## src/pkg/uls_pkg.sv

```systemverilog
// ****************************************************************
// register map, field positions and carriers
// ****************************************************************
package uls_pkg;

    localparam int unsigned FIFO_DEPTH = 32;
    localparam int unsigned ADDR_W     = 5;

    localparam logic [4:0] OFF_LINE_STATUS  = 5'h00;
    localparam logic [4:0] OFF_MODEM_STATUS = 5'h04;
    localparam logic [4:0] OFF_EVT_STATUS   = 5'h08;
    localparam logic [4:0] OFF_EVT_MASK     = 5'h0C;

    // line_status_flags fields
    localparam int unsigned LINE_DATA_READY = 0;
    localparam int unsigned LINE_OVERRUN    = 1;
    localparam int unsigned LINE_PARITY     = 2;
    localparam int unsigned LINE_FRAMING    = 3;
    localparam int unsigned LINE_BREAK      = 4;
    localparam int unsigned LINE_FIFO_ERR   = 7;

    // modem vectors: index 0 cts, 1 dsr, 2 ri, 3 dcd
    localparam int unsigned MDM_CTS = 0;
    localparam int unsigned MDM_RI  = 2;
    localparam int unsigned MDM_DCD = 3;
    localparam int unsigned MODEM_CUR_LSB = 4;

    // event status / mask fields
    localparam int unsigned EVT_W        = 3;
    localparam int unsigned EVT_OVERRUN  = 0;
    localparam int unsigned EVT_FIFO_ERR = 1;
    localparam int unsigned EVT_MODEM    = 2;
    localparam logic [2:0]  EVT_MASK_RST = 3'h0;

    localparam int unsigned WARM_W = 3;

    typedef struct packed {
        logic done;
        logic brk;
        logic framing;
        logic parity;
    } uls_rx_evt_t;

    typedef struct packed {
        logic brk;
        logic framing;
        logic parity;
    } uls_flag_t;

    typedef struct packed {
        logic loopback;
        logic userOutputTwo;
        logic userOutputOne;
        logic rts;
        logic dtr;
    } uls_modem_ctrl_t;

    typedef struct packed {
        logic dcdN;
        logic riN;
        logic dsrN;
        logic ctsN;
    } uls_modem_pins_t;

endpackage : uls_pkg

```

## src/uls_flag_mem.sv

```systemverilog
`timescale 1ns/1ns
// ****************************************************************
// per-character error flag store
// ****************************************************************
module uls_flag_mem #(
    parameter int unsigned WIDTH = 3,
    parameter int unsigned DEPTH = 32,
    parameter int unsigned AW    = 5
) (
    // clock
    input  wire logic             clk,
    // write port
    input  wire logic             wrEn,
    input  wire logic [AW-1:0]    wrAddr,
    input  wire logic [WIDTH-1:0] wrData,
    // read port, registered
    input  wire logic [AW-1:0]    rdAddr,
    output logic      [WIDTH-1:0] rdData
);
    logic [WIDTH-1:0] mem [DEPTH];

    always_ff @(posedge clk) begin
        if (wrEn) begin
            mem[wrAddr] <= wrData;
        end
        // bypass so a write into an empty queue shows at the head at once
        if (wrEn && (wrAddr == rdAddr)) begin
            rdData <= wrData;
        end else begin
            rdData <= mem[rdAddr];
        end
    end

endmodule : uls_flag_mem

```

## src/uls_line_modem_status.sv

```systemverilog
`timescale 1ns/1ns
module uls_line_modem_status #(
    parameter int unsigned DEPTH = uls_pkg::FIFO_DEPTH
) (
    // clock and reset
    input  wire logic                    clk,
    input  wire logic                    sys_rst,
    // avalon-mm slave
    input  wire logic [4:0]              avs_address,
    input  wire logic                    avs_read,
    input  wire logic                    avs_write,
    input  wire logic [3:0]              avs_byteenable,
    input  wire logic [31:0]             avs_writedata,
    output logic      [31:0]             avs_readdata,
    output logic                         avs_waitrequest,
    // receiver side
    input  wire uls_pkg::uls_rx_evt_t    rxEvt,
    input  wire logic                    rxDataRead,
    input  wire logic                    fifoEnable,
    output logic                         rxStore,
    output logic                         rxDataReady,
    // modem control register and flow control
    input  wire uls_pkg::uls_modem_ctrl_t modemControlBits,
    input  wire logic                    autoCtsEnable,
    output logic                         txPause,
    // modem pins, asynchronous
    input  wire uls_pkg::uls_modem_pins_t modemPins,
    // interrupts
    output logic                         modemIrq,
    output logic                         irq
);
    localparam int unsigned AW    = $clog2(DEPTH);
    localparam int unsigned CNT_W = AW + 1;

    // ****************************************************************
    // state
    // ****************************************************************
    typedef struct packed {
        logic [3:0]                warmUp;
        logic [3:0]                syncA;
        logic [3:0]                syncB;
        logic [3:0]                modemCur;
        logic [3:0]                delta;
        logic [AW-1:0]             wrPtr;
        logic [AW-1:0]             rdPtr;
        logic [CNT_W-1:0]          count;
        logic                      overrun;
        logic                      fifoErr;
        logic [uls_pkg::EVT_W-1:0] evtStat;
        logic [uls_pkg::EVT_W-1:0] evtMask;
        logic                      waitReq;
        logic [31:0]               rdata;
        logic                      irq;
        logic                      modemIrq;
        logic                      txPause;
        logic                      store;
        logic                      dataReady;
    } uls_state_t;

    uls_state_t s_q;
    uls_state_t s_d;

    function automatic logic regHit(input logic [4:0] addr, input logic [4:0] off);
        regHit = (addr == off);
    endfunction : regHit

    logic               access;
    logic               readAcc;
    logic               full;
    logic               push;
    logic               pop;
    logic               ovrEvt;
    logic [3:0]         curModem;
    logic [3:0]         change;
    logic [CNT_W-1:0]   capacity;
    logic [7:0]         lineView;
    logic [7:0]         modemView;
    uls_pkg::uls_flag_t headFlags;
    uls_pkg::uls_flag_t headShown;

    // ****************************************************************
    // flag store
    // ****************************************************************
    uls_flag_mem #(
        .WIDTH ($bits(uls_pkg::uls_flag_t)),
        .DEPTH (DEPTH),
        .AW    (AW)
    ) uls_flag_mem_inst (
        .clk    (clk),
        .wrEn   (push),
        .wrAddr (s_q.wrPtr),
        .wrData ({rxEvt.brk, rxEvt.framing, rxEvt.parity}),
        .rdAddr (s_d.rdPtr),
        .rdData (headFlags)
    );

    // ****************************************************************
    // next state
    // ****************************************************************
    always_comb begin
        s_d = s_q;
        access  = (avs_read || avs_write) && s_q.waitReq;
        readAcc = access && avs_read;

        // receive queue bookkeeping
        capacity = fifoEnable ? CNT_W'(DEPTH) : CNT_W'(1);
        full     = (s_q.count >= capacity);
        push     = rxEvt.done && !full;
        ovrEvt   = rxEvt.done && full;
        pop      = rxDataRead && (s_q.count != '0);
        s_d.wrPtr = s_q.wrPtr + AW'(push);
        s_d.rdPtr = s_q.rdPtr + AW'(pop);
        s_d.count = s_q.count + CNT_W'(push) - CNT_W'(pop);
        s_d.store = push;
        s_d.dataReady = (s_d.count != '0);

        // head flags only mean something while a character is held
        headShown = (s_q.count != '0) ? headFlags : '0;
        lineView  = '0;
        lineView[uls_pkg::LINE_DATA_READY] = (s_q.count != '0);
        lineView[uls_pkg::LINE_OVERRUN]    = s_q.overrun;
        lineView[uls_pkg::LINE_PARITY]     = headShown.parity;
        lineView[uls_pkg::LINE_FRAMING]    = headShown.framing;
        lineView[uls_pkg::LINE_BREAK]      = headShown.brk;
        lineView[uls_pkg::LINE_FIFO_ERR]   = s_q.fifoErr;

        // set wins over the read-clear
        s_d.overrun = (s_q.overrun && !(readAcc &&
                      regHit(avs_address, uls_pkg::OFF_LINE_STATUS))) || ovrEvt;
        s_d.fifoErr = (s_q.fifoErr && !(readAcc &&
                      regHit(avs_address, uls_pkg::OFF_LINE_STATUS))) ||
                      (push && (rxEvt.parity || rxEvt.framing || rxEvt.brk));

        // modem inputs: two flops, then loopback substitution
        s_d.syncA  = modemPins;
        s_d.syncB  = s_q.syncA;
        s_d.warmUp = {s_q.warmUp[2:0], 1'b1};
        curModem = modemControlBits.loopback ?
                   {modemControlBits.userOutputTwo, modemControlBits.userOutputOne,
                    modemControlBits.dtr, modemControlBits.rts} :
                   ~s_q.syncB;
        s_d.modemCur = curModem;
        // no change reported until the synchroniser holds real pin values
        change = s_q.warmUp[3] ? (curModem ^ s_q.modemCur) : '0;
        // ring: pin 0 to 1 is the active-high view going 1 to 0
        change[uls_pkg::MDM_RI] = s_q.warmUp[3] && s_q.modemCur[uls_pkg::MDM_RI] &&
                                  !curModem[uls_pkg::MDM_RI];
        modemView = {s_q.modemCur, s_q.delta};
        s_d.delta = ((readAcc && regHit(avs_address, uls_pkg::OFF_MODEM_STATUS)) ?
                     4'h0 : s_q.delta) | change;
        s_d.modemIrq = |s_d.delta;
        // pin high means the far end wants the transmitter held
        s_d.txPause = autoCtsEnable && s_q.syncB[uls_pkg::MDM_CTS];

        // event status, read-clear with set winning
        if (readAcc && regHit(avs_address, uls_pkg::OFF_EVT_STATUS)) begin
            s_d.evtStat = '0;
        end
        s_d.evtStat[uls_pkg::EVT_OVERRUN]  = s_d.evtStat[uls_pkg::EVT_OVERRUN] | ovrEvt;
        s_d.evtStat[uls_pkg::EVT_FIFO_ERR] = s_d.evtStat[uls_pkg::EVT_FIFO_ERR] |
                                             (s_d.fifoErr && !s_q.fifoErr);
        s_d.evtStat[uls_pkg::EVT_MODEM]    = s_d.evtStat[uls_pkg::EVT_MODEM] | (|change);
        if (access && avs_write && avs_byteenable[0] &&
            regHit(avs_address, uls_pkg::OFF_EVT_MASK)) begin
            s_d.evtMask = avs_writedata[uls_pkg::EVT_W-1:0];
        end
        s_d.irq = |(s_d.evtStat & s_d.evtMask);

        // one wait cycle: answer comes the edge after the request is taken
        s_d.waitReq = !access;
        if (readAcc) begin
            unique case (avs_address)
                uls_pkg::OFF_LINE_STATUS:  s_d.rdata = {24'h000000, lineView};
                uls_pkg::OFF_MODEM_STATUS: s_d.rdata = {24'h000000, modemView};
                uls_pkg::OFF_EVT_STATUS:   s_d.rdata = {29'h00000000, s_q.evtStat};
                uls_pkg::OFF_EVT_MASK:     s_d.rdata = {29'h00000000, s_q.evtMask};
                default:                   s_d.rdata = 32'h00000000;
            endcase
        end
    end

    always_ff @(posedge clk) begin
        if (sys_rst) begin
            s_q         <= '0;
            s_q.evtMask <= uls_pkg::EVT_MASK_RST;
            s_q.waitReq <= 1'b1;
        end else begin
            s_q <= s_d;
        end
    end

    assign avs_readdata    = s_q.rdata;
    assign avs_waitrequest = s_q.waitReq;
    assign rxStore         = s_q.store;
    assign rxDataReady     = s_q.dataReady;
    assign txPause         = s_q.txPause;
    assign modemIrq        = s_q.modemIrq;
    assign irq             = s_q.irq;

    logic modemRd;
    logic lineRd;
    assign modemRd = readAcc && regHit(avs_address, uls_pkg::OFF_MODEM_STATUS);
    assign lineRd  = readAcc && regHit(avs_address, uls_pkg::OFF_LINE_STATUS);
endmodule : uls_line_modem_status

```

## config.mk

```make
export PLATFORM = sky130hd
export DESIGN_NAME = uls_line_modem_status
export DESIGN_NICKNAME = d
export VERILOG_FILES = /design/src/pkg/uls_pkg.sv /design/src/uls_flag_mem.sv /design/src/uls_line_modem_status.sv
export SDC_FILE = /design/constraint.sdc
export NUM_CORES = 1
export LEC_CHECK = 0
export BUFFER_PORTS_ARGS = -buffer_cell sky130_fd_sc_hd__buf_4
export CAP_MARGIN = 10
export CORE_MARGIN = 5
export CORE_UTILIZATION = 51
export DETAILED_ROUTE_END_ITERATION = 7
export PLACE_DENSITY_LB_ADDON = 0.2
export SLEW_MARGIN = 40
export SYNTH_ARGS = -nofsm -noshare
export SYNTH_HDL_FRONTEND = slang
export SYNTH_SLANG_ARGS = --single-unit
```

## constraint.sdc

```tcl
create_clock -name clk -period 3.1 [get_ports clk]
set_input_delay 0.31 -clock clk [delete_from_list [all_inputs] [get_ports clk]]
set_output_delay 0.31 -clock clk [all_outputs]
set_load 0.03 [all_outputs]
```

# After elaboration in Yosys (flattened, before gate mapping)
# Memory sizes are Yosys's and may differ from the RTL's. A register that Yosys moved wholly into a read port is not among the register bits.
# Cells that the tools add are included.
# op_classes
mul	0
shifts	0
magnitude_cmp	1
bitwise_logic	7
muxes	12
n_addsub	4
div_mod_pow	0
n_reduce_logical	34
n_eq_ne	3
# op_table
cell	n
two-way mux 79 bit	1
two-way mux 32 bit	1
case mux 8 bit (4 select lines)	1
logical AND 1 bit	18
two-way mux 4 bit	3
nonzero test 6 bit	2
adder 5 x 1 -> 5 bit	2
== test 5 x 4 -> 1 bit, second input constant	2
two-way mux 3 bit	3
OR reduction 4 bit	2
adder 6 x 1 -> 6 bit	1
greater-or-equal comparator 6 bit	1
two-way mux 6 bit	1
subtractor 6 x 1 -> 6 bit	1
== test 5 x 3 -> 1 bit, second input constant	1
zero test 1 bit	5
zero test 5 bit	1
logical OR 1 bit	5
inverter 4 bit	1
bitwise OR 4 bit	1
bitwise XOR 4 bit	1
bitwise AND 3 bit	1
bitwise OR 1 bit	3
OR reduction 3 bit	1
two-way mux 1 bit	2
# word_totals
mem_bits_ro	0
word_cells	82
mem_bits_rw	96
input_bits	61
n_memories	1
register_bits	82
latch_bits	0
# mem_list
name	depth	word_bits	read_ports	rd_clocked_by_memory_dff	write_ports	line	source
uls_flag_mem_inst.mem	32	3	1	1	1	uls_flag_mem.sv:20	logic [WIDTH-1:0] mem [DEPTH];

# Logic depth before layout (Yosys ltp)
# logic_depth
ltp_word	12
mapped_depth	15

# Hierarchy
# A second synthesis with hierarchy kept.
# unflattened
cells_unflattened	476
hier_area_um2	6703.9
# modules_own_cells
mod	cells_per_inst	n_inst	area_per_inst_um2	seq_area_each_um2
uls_flag_mem	187	1	3956.3	2982.9
uls_line_modem_status	289	1	2747.6	1161.1

# Worst setup path before layout
# Ideal clock, no wire load.
# synth_path
path_kind	input port to flip-flop
startpoint	input fifoEnable
endpoint	register s_q, in the netlist rxDataReady
stages	14
t_required_ns	2.962
arrival_time_ns	2.946
slack_ns	0.016
path_buffers	0
path_cell_list	inv_1 ha_1 nor3b_1 o211ai_1 a211oi_2 inv_1 ha_1 inv_1 ha_1 a21o_1 a21oi_1 or4b_2 o2111ai_1 a41oi_1
# synth_via
elab_chain_len	7
# synth_rtl
element	line	source
start, declared	uls_line_modem_status.sv:19	input wire logic fifoEnable,
two-way mux 6 bit	uls_line_modem_status.sv:106	capacity = fifoEnable ? CNT_W'(DEPTH) : CNT_W'(1);
greater-or-equal comparator 6 bit	uls_line_modem_status.sv:107	full = (s_q.count >= capacity);
zero test 1 bit	uls_line_modem_status.sv:108	push = rxEvt.done && !full;
logical AND 1 bit	uls_line_modem_status.sv:108	
via push	uls_line_modem_status.sv:70	logic push;
adder 6 x 1 -> 6 bit	uls_line_modem_status.sv:113	s_d.count = s_q.count + CNT_W'(push) - CNT_W'(pop);
subtractor 6 x 1 -> 6 bit	uls_line_modem_status.sv:113	
nonzero test 6 bit	uls_line_modem_status.sv:115	s_d.dataReady = (s_d.count != '0);
end, declared	uls_line_modem_status.sv:60	uls_state_t s_q;
# The timed path passes the listed nets, and every way through them passes these cells.
# A chain may end at the register's enable or synchronous reset.

# Worst setup path after layout
# layout_path
startpoint	register s_q[46] in the netlist's numbering
endpoint	register s_q, in the netlist rxDataReady
# layout_via
elab_chain_len	6
word_cells_on_any_way	8
cone_classes	2 x add/sub; 1 x order compare; 5 x reduce/logical
# layout_rtl
element	line
greater-or-equal comparator 6 bit	uls_line_modem_status.sv:107
zero test 1 bit	uls_line_modem_status.sv:108
logical AND 1 bit	uls_line_modem_status.sv:108
via push	uls_line_modem_status.sv:70
adder 6 x 1 -> 6 bit	uls_line_modem_status.sv:113
subtractor 6 x 1 -> 6 bit	uls_line_modem_status.sv:113
nonzero test 6 bit	uls_line_modem_status.sv:115
# The timed path passes the listed nets, and every way through them passes these cells.

==> Flow_metrics.wiki <==
{| class="wikitable"
! Metric !! Value
|-
| Final HPWL from detailed placement || 8910 um
|-
| PD cells || 781.1 nW/um^2
|-
| CTS hold repair buffers || 0
|-
| Core Box Area || 13090 um^2
|-
| Vias in the first global route || 3932
|-
| Crit path max-delay family || adder cells
|-
| Worst-skew pair later-pin latency || 0.42 ns
|-
| Post-synth top area cell || edfxtp_1
|-
| Clock period minus worst slack || 2.989 ns
|-
| Critical path fanouts, max || 2
|-
| Yosys reg bits || 159
|-
| Total die area || 15580 um^2
|-
| Drt total wl || 13170 um
|-
| Gr ovfl total || 0
|-
| Combined area of all synthesized cells || 6723 um^2
|-
| Syn avg cell area || 13.37 um^2
|-
| Commonest cells after routing, fill and taps aside || edfxtp_1, dfxtp_1, nor2_1
|-
| Kind of end point of the critical path || flip-flop
|-
| Slew Limit Headroom || 54.49%
|-
| Vias per Instance || 5.373
|-
| Initial antenna violation count || 0
|-
| Overall global routing resource usage || 17.12%
|-
| Static power due to leakage || 2.821 nW
|-
| Setup-violating endpoint count in the final report || 0
|-
| Routed vias || 3949
|-
| Io pins || 99
|-
| Standard cell with the maximum stage delay on the critical path || fa_2
|-
| Fraction of the yosys area taken by sequential cells || 61.64%
|-
| Outcome || completed
|-
| Number of routed nets with antenna violations || 0
|-
| Share of the cycle needed by the critical path after routing || 96.41%
|-
| Worst path most repeated cell || inv_1
|-
| H-tree levels || 4
|-
| Type of origin of the critical path || flip-flop
|-
| P&R area growth vs syn || 14.95%
|-
| PortBufs || 42
|-
| Worst min-delay path startpoint || modemPins[0]
|-
| Data arrival time at the worst-slack endpoint || 3.26 ns
|-
| Area taken by multi-input logic gates || 2308 um^2
|-
| Worst reg2reg path depth || 15
|-
| Number of warnings reported in the yosys synthesis log || 0
|-
| Cells traversed along the worst timing path || inv_1, ha_1, nor3b_2, o211ai_1, a211oi_2, inv_1, ha_1, inv_1, ha_2, fa_2, a21oi_2, o21bai_1, xnor2_1, and2_1, a41oi_2
|-
| Die boundary height || 124.8 um
|-
| Startpoint of the lowest-slack register-to-register path || s_q[46]$_SDFF_PP0_
|-
| Diodes inserted || 0
|-
| Cell Count, Final, Fillers Out || 735
|-
| Ranking of synthesized cells by area || edfxtp_1, dfxtp_1, mux4_2
|-
| Clock buffer count from CTS || 17
|-
| Least-Margin Pin Slew || 0.6818 ns
|-
| Worst-case vdd ir drop || 0.0004322 V
|-
| Slowest Stage Delay on Critical Path || 0.35 ns
|-
| Routability congestion estimate from global placement || 0.7788
|-
| Number of core rows || 42
|-
| Wire length of the first global-routing pass || 20720 um
|-
| Reg2Reg Capture Point || rxDataReady$_SDFF_PP0_
|-
| Post-synthesis cell count || 503
|-
| Max-cap violation count || 0
|-
| Reg-to-reg setup timing slack || 0.11 ns
|-
| Commonest non-fill, non-tap cell in the layout || edfxtp_1
|-
| Final hold slack || 0.1051 ns
|-
| Capture endpoint of the worst hold path || s_d[70]$_SDFF_PP0_
|-
| Critical path class || reg2reg
|-
| Clock skew || 0.006974 ns
|-
| Cell count after placement || 702
|-
| Starting density of the core || 51.38%
|-
| Required time of the worst setup path || 3.38 ns
|-
| DRT Pass-1 Iters || 5
|-
| Clock Tree Buf Depth || 2
|-
| TritonCTS clock tree || yes
|-
| Achievable clock frequency || 334.6 MHz
|-
| Clock transition at path regs || 0.06 ns
|-
| FFs w/ async S/R, synth || 0%
|-
| Count of clock tree sinks || 159
|-
| Area taken by flip-flops and latches || 4145 um^2
|-
| Mean routed wirelength per cell || 17.91 um
|-
| Iter 0 DRT Violations || 311
|-
| Class of the tightest hold or removal check || in2reg
|-
| Fill cell count || 1043
|-
| Final layout net count || 623
|-
| Clock root buffer || clkbuf_16
|-
| Number of failing hold endpoints at the final stage || 0
|-
| Top flip-flop cell by instance count after synthesis || edfxtp_1
|-
| Count of buffer and inverter cells on the critical path || 3
|-
| Area share of the leading cell type in the synthesized netlist || 42.88%
|-
| Cell depth of the worst min-delay path || 2
|-
| Horizontal die dimension || 124.8 um
|-
| Final Max Slew Viols || 0
|-
| Largest net degree at the start of global routing || 52
|-
| Post-route DRC violation count || 0
|-
| Overall power consumption || 6.036 mW
|-
| Fraction of final layout cells with drive strength greater than 1 || 18.43%
|-
| Number of distinct library cell variants in the gate-level netlist after synthesis || 54
|-
| Number of enable flip-flop cells after synthesis || 96
|}
==> area by class of cell <==
type | instances | area share [%]
sequential | 159 | 53.64
multi-input combinational | 299 | 29.87
clock buffer | 20 | 5.651
timing repair buffer | 51 | 4.955
tap | 176 | 2.850
clock inverter | 12 | 2.154
inverter | 18 | 0.8744
==> cells in the mapped netlist (all sizes together) (2+ instances only) <==
master,number
o41ai,2
a21oi,13
o22ai,2
a22oi,12
xnor2,6
nand4,2
nand3b,8
nor3b,2
or3b,2
xor2,3
dfxtp,63
nor3,10
clkbuf,12
nand2b,2
buf,38
nand2,16
o21ai,4
a22o,2
o21a,3
or3,4
ha,15
o211ai,3
mux2i,15
or4,2
edfxtp,96
and2,6
and3,3
nor2,60
inv,18
nand3,7
a21o,2
a211oi,3
o32ai,2
o221ai,3
or2,2
nor2b,25
mux4,23
==> logic make-up (layout without fill, tap and decap cells) <==
kind of cell | Yosys count | count (layout) | share of synthesized area (%)
DFF | 159 | 159 | 61.64
and+or+nand+nor | 155 | 155 | 11.74
AOI/OAI and AO/OA | 57 | 57 | 6.030
other | 1 | 24 | 0.05578
muxes | 38 | 38 | 10.50
adders and majority gates | 16 | 16 | 3.090
xor gates and xnor gates | 9 | 9 | 1.173
buffers and inverters | 68 | 101 | 5.769
==> worst reg2reg max path: stages, from the launching register on <==
cell and delay [ns]:
dfxtp_2 0.33, inv_1 0.05, ha_1 0.28, nor3b_2 0.19, o211ai_1 0.15, a211oi_2 0.25
inv_1 0.09, ha_1 0.28, inv_1 0.04, ha_2 0.17, fa_2 0.35, a21oi_2 0.13
o21bai_1 0.08, xnor2_1 0.18, and2_1 0.17, a41oi_2 0.10
==> per-stage QoR <==
stage	instance area, um^2	utilization [%]	setup TNS, ns	setup WS [ns]
6_report	7727	59.06	0	0.1112
5_1_grt	7727	59.06	-0.02588	-0.02588
4_1_cts	7687	58.75	0	0.003594
3_5_place_dp	7084	54.14	-0.04931	-0.04931
3_3_place_gp	7084	54.14	-0.02336	-0.02336
2_1_floorplan	6809	-	0	0.01605
==> metal layers <==
layer	routed length (um)	share of wire, %	track usage (%)
met1	5486	42	21.78
met4	132	1.0	5.357
met5	0	0	0
met2	6699	51	28.75
met3	848	6.4	4.545
==> power breakdown <==
| group | internal, mW | switching, mW | leakage [nW] | total, mW |
|---|---|---|---|---|
| Sequential | 2.36 | 0.123 | 1.38 | 2.49 |
| Combinational | 0.701 | 0.724 | 1.15 | 1.43 |
| Clock | 1.34 | 0.786 | 0.291 | 2.13 |
==> sequential cells by signal (all words and copies together), names as in the netlist, 2 cells and up, named ones only <==
register	cells
uls_flag_mem_inst.mem	96
s_q	27
avs_readdata	8
modemView	8
s_d	7
lineView	2
==> worst max-delay path by stage <==
stage                                   from                     end  slack [ns]  depth (start not counted)
after floorplan                   fifoEnable  rxDataReady$_SDFF_PP0_        0.02                         14
after global placement            fifoEnable  rxDataReady$_SDFF_PP0_       -0.02                         15
after detailed placement          fifoEnable  rxDataReady$_SDFF_PP0_       -0.05                         15
after CTS                 s_q[46]$_SDFF_PP0_  rxDataReady$_SDFF_PP0_       0.004                         14
after global routing      s_q[46]$_SDFF_PP0_  rxDataReady$_SDFF_PP0_       -0.03                         15
final                     s_q[46]$_SDFF_PP0_  rxDataReady$_SDFF_PP0_        0.11                         15
==> what timing repair did <==
action                     4_1_cts  5_1_grt
gates resized for setup          0        8
setup endpoints to repair        0        2
setup buffers                    0        1
No activity file was read; power rests on OpenSTA's default activity.
